File: src/rtl/emb_cfg_regs.vh
`ifndef EMB_CFG_REGS_VH
`define EMB_CFG_REGS_VH
// configuration register address and layout
`define EMB_CFG_ADDR      8'hB2
`define EMB_PAGE_ADDR     8'hAA
`define EMB_CFG_RESET     8'h03
`define EMB_PAGE_RESET    8'h00
`define EMB_CFG_WMASK     8'h1F
`define EMB_MUX_BIT       4
`define EMB_MODE_HI       3
`define EMB_MODE_LO       2
`define EMB_ALE_HI        1
`define EMB_ALE_LO        0
// memory map modes
`define EMB_MODE_INT      2'h0
`define EMB_MODE_SPLIT_NB 2'h1
`define EMB_MODE_SPLIT_B  2'h2
`define EMB_MODE_EXT      2'h3
// on-chip size boundary: 4 kB, address bits above 11 select off-chip
`define EMB_ONCHIP_BITS   12
`define EMB_ONCHIP_MASK   16'h0FFF
// fixed overhead of an off-chip move in core clocks
`define EMB_MOVE_OVERHEAD 3'h4
`define EMB_STROBE_CYCLES 4'h1
`endif

File: src/rtl/emb_cfg.v
// Contract
// bit 4 clear selects multiplexed bus; set selects separate address and data pins.
// top three configuration bits read zero; writes to them are ignored.
// mode 00 sends every move on-chip, addresses alias into on-chip space.
// mode 01 splits at 4 kB; 8-bit off-chip moves leave upper byte to port latch.
// software must set page outside on-chip range to reach off-chip in mode 01.
// mode 10 splits at 4 kB; 8-bit off-chip moves take upper byte from page.
// mode 11 sends every move off-chip; on-chip RAM is invisible.
// latch strobe high then low for 1 to 4 clocks by width code.
// latch width applies only in multiplexed operation.
// multiplexed operation shares eight pins for data and low address.
// generate the latch strobe for the external address latch.
// first multiplexed phase: strobe high, low address byte on shared pins.
// external latch is transparent while strobe high, holds after it falls.
// second phase carries data on shared pins when read or write strobe asserts.
// non-multiplexed operation keeps address and data on separate pins.
// an off-chip move lasts its timing parameters plus four clocks.
// pins are claimed only during an off-chip move, released afterwards.
// data drivers are off during a read.
// internal-only mode wraps addresses on 4 kB boundaries.
// read and write strobes active low, only one per access.
`timescale 1ns/10ps
`default_nettype none
`include "emb_cfg_regs.vh"
module emb_cfg (
   input  wire        core_clk,
   input  wire        rst_n,
   // special function register port
   input  wire [7:0]  sfr_addr,
   input  wire [7:0]  sfr_wdata,
   input  wire        sfr_wr,
   output reg  [7:0]  sfr_rdata,
   // move request from the core
   input  wire        move_req,
   input  wire        move_write,
   input  wire        move_8bit,
   input  wire [15:0] move_addr,
   input  wire [7:0]  move_wdata,
   input  wire [3:0]  strobe_width,
   output reg         move_done,
   output reg         move_onchip,
   output reg  [11:0] onchip_addr,
   output reg  [7:0]  move_rdata,
   output reg         move_busy,
   // external pins
   output reg         ale,
   output reg         rd_n,
   output reg         wr_n,
   output reg  [7:0]  ad_out,
   output reg         ad_oe,
   input  wire [7:0]  ad_in,
   output reg  [7:0]  addr_lo_out,
   output reg         addr_lo_oe,
   output reg  [7:0]  addr_hi_out,
   output reg         addr_hi_oe,
   output reg         pins_claimed
);
   ////////////////////////////////////////////////////////////////////////
   localparam ST_IDLE  = 3'h0;
   localparam ST_ALEHI = 3'h1;
   localparam ST_ALELO = 3'h2;
   localparam ST_STRB  = 3'h3;
   localparam ST_TAIL  = 3'h4;
   localparam [7:0] CFG_RST = `EMB_CFG_RESET;

   reg  [4:0] cfg;
   reg  [7:0] page;
   reg  [2:0] state;
   reg  [2:0] next_state;
   reg        is_write;
   reg  [7:0] wdata;
   reg  [7:0] ad_sync1;
   reg  [7:0] ad_sync2;
   reg        tload;
   reg  [3:0] tcount;
   // strobe length held for the whole move, the port may change meanwhile
   reg  [3:0] strb_len;
   wire       tdone;

   // bit 4 picks bus style
   wire       mux_select_bit  = cfg[`EMB_MUX_BIT];
   wire [1:0] memory_map_mode = cfg[`EMB_MODE_HI:`EMB_MODE_LO];
   wire [1:0] latch_pulse_width = cfg[`EMB_ALE_HI:`EMB_ALE_LO];
   wire [3:0] ale_cycles = {2'h0, latch_pulse_width} + 4'h1;

   // effective address: 8-bit moves take the high byte from the page
   wire [15:0] eff_addr = move_8bit ? {page, move_addr[7:0]} : move_addr;
   wire        above    = |eff_addr[15:`EMB_ONCHIP_BITS];
   reg         go_off;
   always @* begin
      case (memory_map_mode)
         // internal only
         `EMB_MODE_INT: go_off = 1'b0;
         // external only
         `EMB_MODE_EXT: go_off = 1'b1;
         // split at the 4 kB boundary
         default:       go_off = above;
      endcase
   end
   // upper byte driven unless an 8-bit move in mode 01 or 11
   wire drive_hi = !(move_8bit && (memory_map_mode == `EMB_MODE_SPLIT_NB ||
                                   memory_map_mode == `EMB_MODE_EXT));

   ////////////////////////////////////////////////////////////////////////
   // unused bits read zero
   always @(posedge core_clk or negedge rst_n) begin
      if (!rst_n) begin
         cfg       <= CFG_RST[4:0];
         page      <= `EMB_PAGE_RESET;
         sfr_rdata <= 8'h00;
      end else begin
         if (sfr_wr && sfr_addr == `EMB_CFG_ADDR) begin
            cfg <= sfr_wdata[4:0];
         end
         if (sfr_wr && sfr_addr == `EMB_PAGE_ADDR) begin
            page <= sfr_wdata;
         end
         case (sfr_addr)
            `EMB_CFG_ADDR:  sfr_rdata <= {3'h0, cfg} & `EMB_CFG_WMASK;
            `EMB_PAGE_ADDR: sfr_rdata <= page;
            default:        sfr_rdata <= 8'h00;
         endcase
      end
   end

   // data pins from outside: two flops before use
   always @(posedge core_clk or negedge rst_n) begin
      if (!rst_n) begin
         ad_sync1 <= 8'h00;
         ad_sync2 <= 8'h00;
      end else begin
         ad_sync1 <= ad_in;
         ad_sync2 <= ad_sync1;
      end
   end

   ////////////////////////////////////////////////////////////////////////
   emb_pulse_timer u_timer (
      .core_clk (core_clk),
      .rst_n    (rst_n),
      .load     (tload),
      .count_in (tcount),
      .done     (tdone)
   );

   always @* begin
      next_state = state;
      tload      = 1'b0;
      tcount     = 4'h0;
      case (state)
         ST_IDLE: begin
            if (move_req && go_off) begin
               tload = 1'b1;
               // latch phases only when multiplexed
               if (!mux_select_bit) begin
                  next_state = ST_ALEHI;
                  tcount     = ale_cycles - 4'h1;
               end else begin
                  next_state = ST_STRB;
                  tcount     = strobe_width;
               end
            end
         end
         // high phase width
         ST_ALEHI: begin
            if (tdone) begin
               next_state = ST_ALELO;
               tload      = 1'b1;
               tcount     = ale_cycles - 4'h1;
            end
         end
         ST_ALELO: begin
            if (tdone) begin
               next_state = ST_STRB;
               tload      = 1'b1;
               tcount     = strb_len;
            end
         end
         ST_STRB: begin
            if (tdone) begin
               next_state = ST_TAIL;
               tload      = 1'b1;
               tcount     = {1'b0, `EMB_MOVE_OVERHEAD} - 4'h2;
            end
         end
         ST_TAIL: begin
            if (tdone) begin
               next_state = ST_IDLE;
            end
         end
         default: next_state = ST_IDLE;
      endcase
   end

   ////////////////////////////////////////////////////////////////////////
   always @(posedge core_clk or negedge rst_n) begin
      if (!rst_n) begin
         state        <= ST_IDLE;
         is_write     <= 1'b0;
         wdata        <= 8'h00;
         strb_len     <= 4'h0;
         move_done    <= 1'b0;
         move_onchip  <= 1'b0;
         onchip_addr  <= 12'h000;
         move_rdata   <= 8'h00;
         move_busy    <= 1'b0;
         ale          <= 1'b0;
         rd_n         <= 1'b1;
         wr_n         <= 1'b1;
         ad_out       <= 8'h00;
         ad_oe        <= 1'b0;
         addr_lo_out  <= 8'h00;
         addr_lo_oe   <= 1'b0;
         addr_hi_out  <= 8'h00;
         addr_hi_oe   <= 1'b0;
         pins_claimed <= 1'b0;
      end else begin
         state       <= next_state;
         move_done   <= 1'b0;
         move_onchip <= 1'b0;
         case (state)
            ST_IDLE: begin
               if (move_req && !go_off) begin
                  // wrap into the 4 kB on-chip space
                  onchip_addr <= eff_addr[11:0];
                  move_onchip <= 1'b1;
                  move_done   <= 1'b1;
               end else if (move_req) begin
                  // claim pins for the off-chip move
                  pins_claimed <= 1'b1;
                  move_busy    <= 1'b1;
                  is_write     <= move_write;
                  wdata        <= move_wdata;
                  strb_len     <= strobe_width;
                  addr_hi_out  <= eff_addr[15:8];
                  addr_hi_oe   <= drive_hi;
                  if (!mux_select_bit) begin
                     // strobe high with low address on shared pins
                     ale    <= 1'b1;
                     ad_out <= eff_addr[7:0];
                     ad_oe  <= 1'b1;
                  end else begin
                     // address on its own pins
                     addr_lo_out <= eff_addr[7:0];
                     addr_lo_oe  <= 1'b1;
                     ad_out      <= move_wdata;
                     ad_oe       <= move_write;
                     // one active-low strobe
                     rd_n        <= move_write;
                     wr_n        <= !move_write;
                  end
               end
            end
            ST_ALEHI: begin
               // latch captures on falling edge
               if (tdone) begin
                  ale <= 1'b0;
               end
            end
            ST_ALELO: begin
               if (tdone) begin
                  // data on shared pins with strobe
                  // drivers off during a read
                  // same pins now carry data
                  ad_out <= wdata;
                  ad_oe  <= is_write;
                  rd_n   <= is_write;
                  wr_n   <= !is_write;
               end
            end
            ST_STRB: begin
               if (tdone) begin
                  // two sync flops: pins are seen two clocks late, so
                  // strobes shorter than three clocks read stale pins
                  if (!is_write) begin
                     move_rdata <= ad_sync2;
                  end
                  rd_n <= 1'b1;
                  wr_n <= 1'b1;
               end
            end
            ST_TAIL: begin
               // request cycle plus three tail clocks give the fixed four
               // fixed overhead tail before release
               if (tdone) begin
                  pins_claimed <= 1'b0;
                  move_busy    <= 1'b0;
                  move_done    <= 1'b1;
                  ad_oe        <= 1'b0;
                  addr_lo_oe   <= 1'b0;
                  addr_hi_oe   <= 1'b0;
               end
            end
            default: begin
               ale <= 1'b0;
            end
         endcase
      end
   end
endmodule // emb_cfg
`default_nettype wire

File: src/rtl/emb_pulse_timer.v
`timescale 1ns/10ps
`default_nettype none
// loadable down counter; done when it reaches zero
module emb_pulse_timer (
   input  wire       core_clk,
   input  wire       rst_n,
   input  wire       load,
   input  wire [3:0] count_in,
   output wire       done
);
   reg [3:0] count;
   always @(posedge core_clk or negedge rst_n) begin
      if (!rst_n) begin
         count <= 4'h0;
      end else if (load) begin
         count <= count_in;
      end else if (count != 4'h0) begin
         count <= count - 4'h1;
      end
   end
   // no load term: callers decode their load from done, a load term would loop
   assign done = (count == 4'h0);
endmodule // emb_pulse_timer
`default_nettype wire

File: config.mk
export PLATFORM = sky130hd
export DESIGN_NAME = emb_cfg
export DESIGN_NICKNAME = d
export VERILOG_FILES = /design/src/rtl/emb_cfg.v /design/src/rtl/emb_pulse_timer.v
export VERILOG_INCLUDE_DIRS = /design/src /design/src/rtl
export SDC_FILE = /design/constraint.sdc
export NUM_CORES = 1
export LEC_CHECK = 0
export ABC_CLOCK_PERIOD_IN_PS = 5350
export BUFFER_PORTS_ARGS = -buffer_cell sky130_fd_sc_hd__buf_2
export CAP_MARGIN = 10
export CORE_MARGIN = 2
export CORE_UTILIZATION = 55
export DETAILED_ROUTE_END_ITERATION = 8
export GPL_TIMING_DRIVEN = 0
export PLACE_DENSITY_LB_ADDON = 0.25
export SYNTH_ARGS = -nofsm -noshare
export SYNTH_HDL_FRONTEND = slang
export SYNTH_SLANG_ARGS = --single-unit
File: constraint.sdc
create_clock -name core_clk -period 5.35 [get_ports core_clk]
set_input_delay 0.8025 -clock core_clk [delete_from_list [all_inputs] [get_ports core_clk]]
set_output_delay 0.8025 -clock core_clk [all_outputs]
set_load 0.01 [all_outputs]
# --- After elaboration in Yosys (flattened, before gate mapping) ---
# Index checks and enable logic that the tools add are counted.
totals:
  output_inout_bits: 62
  wordCells: 139
  inputBits: 58
  reg_bits: 110
classes:
  reduce_logical: 33
  eq_ne: 17
  n_addsub: 3
  bitwise: 3
  mux: 59
op_table:
  columns: ["cell", "count"]
  rows:
  - ["$mux W8", 4]
  - ["$pmux W8 S2", 2]
  - ["$mux W1", 27]
  - ["$mux W4", 6]
  - ["$reduce_and A5 Y1", 4]
  - ["$ne A2 B2 Y1 const B", 9]
  - ["$eq A8 B8 Y1 const B", 2]
  - ["$mux W16", 1]
  - ["$pmux W4 S4", 1]
  - ["$mux W3", 5]
  - ["$pmux W3 S5", 1]
  - ["$pmux W1 S2", 6]
  - ["$pmux W1 S3", 4]
  - ["$reduce_and A4 Y1", 3]
  - ["$eq A3 B2 Y1 const B", 2]
  - ["$reduce_and A3 Y1", 2]
  - ["$reduce_and A6 Y1", 1]
  - ["$reduce_bool A2 Y1", 3]
  - ["$reduce_bool A3 Y1", 2]
  - ["$reduce_or A3 Y1", 2]
  - ["$logic_and A1 B1 Y1", 5]
  - ["$logic_not A1 Y1", 4]
  - ["$logic_not A4 Y1", 1]
  - ["$mux W2", 2]
  - ["other kinds (14)", 16]

# --- Longest topological paths before layout ---
logic_depth:
  word_depth: 7
  depth_mapped: 8
  mapped_depth_nobuf: 6

# --- Cells and area by module ---
# A second synthesis with hierarchy kept.
hier_totals:
  cells_unflattened: 362
  area_unflattened_um2: 4931.0
modules_own_cells:
  columns: ["module", "cells_per_inst", "area_each_um2", "n_inst", "seq_area_each_um2"]
  rows:
  - ["emb_cfg", 339, 4698.3, 1, 2657.5]
  - ["emb_pulse_timer", 23, 232.7, 1, 100.1]

# --- Worst setup path before layout ---
# No wires, ideal clock.
synth_path:
  path_kind: "input to register"
  start: "in move_8bit"
  end: "reg ad_oe"
  cell_stages: 5
  arrival_ns: 2.181
  slack_ns: 3.044
  cell_sequence: "buf_6 or2_4 o221a_4 a2111oi_2 mux2_2"
synth_between:
  elab_chain_len: 7
synth_lines:
  columns: ["item", "line", "text"]
  rows:
  - ["start, declared", "emb_cfg.v:36", "input wire move_8bit,"]
  - ["$mux W16", "emb_cfg.v:87", "wire [15:0] eff_addr = move_8bit ? {page, move_addr[7:0]} : move_addr;"]
  - ["$reduce_or A4 Y1", "emb_cfg.v:88", "wire above = |eff_addr[15:`EMB_ONCHIP_BITS];"]
  - ["$pmux W1 S2", "emb_cfg.v:91", "case (memory_map_mode)"]
  - ["$logic_not A1 Y1", "emb_cfg.v:223", "if (move_req && !go_off) begin"]
  - ["$logic_and A1 B1 Y1", "emb_cfg.v:223", null]
  - ["$ne A2 B2 Y1 (no line)", null, null]
  - ["$reduce_and A5 Y1 (no line)", null, null]
  - ["end signal, assigned", "emb_cfg.v:247", "ad_oe <= move_write;"]
  - ["end signal, assigned", "emb_cfg.v:266", "ad_oe <= is_write;"]
  - ["end, declared", "emb_cfg.v:50", "output reg ad_oe,"]
# Every way passes these cells.
# A chain may end at the register's enable or synchronous reset.

# --- Final worst setup path ---
layout_path:
  start: "reg cfg[3]"
  end: "reg addr_lo_out[4]"
layout_between:
  elab_chain_len: 6
  elab_cells_between_ends: 7
  classes_between: "eq/ne: 1; mux: 1; bitwise: 1; reduce/logical: 4"
layout_lines:
  columns: ["item", "line", "text"]
  rows:
  - ["start, declared", "emb_cfg.v:66", "reg [4:0] cfg;"]
  - ["start signal, assigned", "emb_cfg.v:108", "cfg <= CFG_RST[4:0];"]
  - ["start signal, assigned", "emb_cfg.v:113", "cfg <= sfr_wdata[4:0];"]
  - ["$eq A2 B2 Y1 / $logic_not A2 Y1 (equally long branches)", "emb_cfg.v:91", null]
  - ["$pmux W1 S2 (*)", "emb_cfg.v:91", null]
  - ["$logic_not A1 Y1 (*)", "emb_cfg.v:223", null]
  - ["$logic_and A1 B1 Y1 (*)", "emb_cfg.v:223", null]
  - ["$not A1 Y1 (no line) (*)", null, null]
  - ["$reduce_and A4 Y1 (no line) (*)", null, null]
  - ["end signal, assigned", "emb_cfg.v:244", "addr_lo_out <= eff_addr[7:0];"]
  - ["end, declared", "emb_cfg.v:52", "output reg [7:0] addr_lo_out,"]
# Mark *: on every way between the ends. The rest lies on a longest branch, timed or not.

==> run_results.csv <==
group,metric,value,unit
status,status,"complete, no violations",
clock_tree,cts_setup_buffers,0,
placement,gp_congestion,0.8609,
synth,muxShareOfSynthArea,18.91,%
placement,port_buffers,119,
route,vias,3330,
synth,synth_edf_count,0,
power_and_ir_drop,ir_drop,218.2,µV
layout,fin_area,0.005645,mm²
critical_path,startpoint_type,"flip-flop",
power_and_ir_drop,pwr_density_cell,437.3,mW/mm²
floorplanning,die_area,0.009298,mm²
sta,fmax,417.4,MHz
synth,synth-simple-area-share,9.241,%
route,drt_iter0_drc,118,
floorplanning,start_util,56.89,%
synth,synth_ff_type,"dfrtp_1",
worst_hold_path,hold_class,"reg -> reg",
placement,hpwlAfterDp,7616,µm
grt,grt_pass1_vias,3285,
layout,final_layout_size_suffix_gt1_share,44.38,%
sta,finalCritPeriodShare,44.78,%
sta,final_hold_viol_count,0,
sta,rsz0062_at_grt,"no",
route,viasPerCell,5.522,
critical_path,path_class,"reg -> reg",
clock_tree,clk_path_buf_depth,2,
synth,ys_ff_latch,110,
synth,synth-async-reset-ratio,100.0,%
clock_tree,cts_max_level,3,
sta,tightestPinTransition,0.8856,ns
route,drt-pass1-iter-count,4,
sta,setup_viol,0,
clock_tree,clkLatencyLatePin,0.38,ns
placement,place_inst,587,
layout,num-fill-cells,646,
sta,fin_worst_skew,0.01526,ns
power_and_ir_drop,finalPower,2.469,mW
synth,syn_nets,424,
placement,dpl-instance-area,0.005455,mm²
synth,synth_compound_area_share,9.614,%
clock_tree,postCtsHoldBufs,0,
critical_path,end_kind,"flip-flop",
route,drt_drc_violations_left,0,
clock_tree,cts_tree,"yes",
grt,grt_usage,23.70,%
synth,syn_area,0.004698,mm²
floorplanning,num_rows,33,
floorplanning,io_pins,120,
synth,yosys-top-cells-area,"dfrtp_1, mux2_2, mux2i_1",
synth,syn_area_per_cell,12.98,µm²
grt,grt_start_max_net_pins,76,
synth,synth-adder-area-share,1.065,%
sta,tns,0,ns
layout,instances_no_fill,603,
sta,setup_ws,2.954,ns
synth,yosys_warnings,0,
critical_path,cp.arrival,2.67,ns
route,ant_nets,0,
grt,antenna_found_initial,0,
synth,synth_top_family_by_area,"multiplexers",
layout,utilization,68.36,%
grt,grt_overflow,0,
floorplanning,core,0.008258,mm²
synth,yosys.area.top_type,"dfrtp_1",
layout,fin_nets,555,
placement,post-place-ws,2.575,ns
power_and_ir_drop,static-leakage-power,2.771,nW
clock_tree,cts_resized,0,
synth,netlist_instances,362,
synth,synth_top_area_share,56.46,%
critical_path,critPathRequiredTime,5.62,ns
clock_tree,cts_root_buffer,"clkbuf_8",
sta,hold_ws,0.3539,ns
synth,ys_seq_area_share,58.70,%
layout,antenna_cells,0,
synth,synthTopCellsByCount,"dfrtp_1, mux2_2, nand2_1",
route,totalWireLength,10420,µm
layout,area_growth,20.16,%
job,drv_cap,0,
synth,synth_most_common_cell,"dfrtp_1",
clock_tree,cts_made_buffers,9,
sta,fin_crit,2.396,ns
route,wl_per_cell,17.29,µm
clock_tree,clk_pin_slew,0.12,ns
sta,drv_slew,0,
floorplanning,die_y,96.43,µm
sta,slew_headroom,40.83,%
synth,synth.distinct_cells,49,
synth,synth_xor_area_share,0,%
clock_tree,cts_sinks,110,
floorplanning,dieWidth,96.43,µm
grt,grt_first_pass_wirelength,16480,µm
critical_path,path_max_fanout,9,
## logic make-up after synthesis
logic type | count (synthesis)
AOI/OAI and AO/OA | 66
DFF | 110
buffers and inverters | 24
and+or+nand+nor | 78
adders and majority gates | 4
muxes | 80
## where the power goes
part           total (mW)  internal [mW]  switching (mW)
registers            1.16           1.04           0.120
logic               0.818          0.380           0.438
clock network       0.489          0.183           0.306
total                2.47           1.61           0.863
## flip-flops by register name, indices dropped and copies added (netlist names), 3 cells and up
name           count
ad_sync1           8
sfr_rdata          8
wdata              8
u_timer.count      4
ad_sync2           8
strb_len           4
addr_lo_out        8
cfg                5
state              3
onchip_addr       12
page               8
move_rdata         8
ad_out             8
addr_hi_out        8
## per-layer routing
layer | global-route usage (%) | vias up | routed length, µm
li1 | - | 1569 | -
met1 | 32.10 | 1640 | 4493
met2 | 38.37 | 104 | 5166
met3 | 4.500 | 17 | 579
met4 | 8.803 | 0 | 184
met5 | 0 | - | 0
## placed cells by master (no fill, tap or decap), drive strengths merged, types with 11 or more instances in the layout
| master | netlist | routed |
|---|---|---|
| nand2 | 26 | 26 |
| inv | 7 | 11 |
| nor2 | 15 | 15 |
| clkbuf | 7 | 17 |
| mux2i | 16 | 16 |
| dfrtp | 106 | 106 |
| a21oi | 15 | 15 |
| o21ai | 16 | 16 |
| buf | 10 | 130 |
| mux2 | 64 | 64 |
## layout make-up
cell class	count	area [µm²]	area share, %
plain buffers	17	90.09	1.596
clock buffers	10	127.6	2.261
clock inverters	6	62.56	1.108
inverters	7	26.28	0.4654
multi-input cells	228	1824	32.31
flip-flops and latches	110	2758	48.85
well taps	105	131.4	2.327
repair buffers	120	625.6	11.08
## path summary, 6_finish.rpt
| kind | from | end | slack [ns] | cells past startpoint |
|---|---|---|---|---|
| worst max-delay path | cfg[3] | addr_lo_out[4] | 2.95 | 6 |
| worst min-delay path | ad_sync1[7] | ad_sync2[7] | 0.35 | 0 |
| worst max register to register | cfg[3] | addr_lo_out[4] | 2.95 | 6 |
| worst min register to register | ad_sync1[7] | ad_sync2[7] | 0.35 | 0 |
| max in group asynchronous | rst_n | cfg[1] | 4.22 | 2 |
| min in group asynchronous | rst_n | is_write | 0.38 | 1 |
## worst max-delay path, cell delays in order (launching register included)
cell,delay (ns)
dfrtp_1,0.42
inv_1,0.06
ha_1,0.30
or2_4,0.25
o221ai_2,0.45
nand2_1,0.42
mux2_2,0.40
No activity file was read; power rests on OpenSTA's default activity.
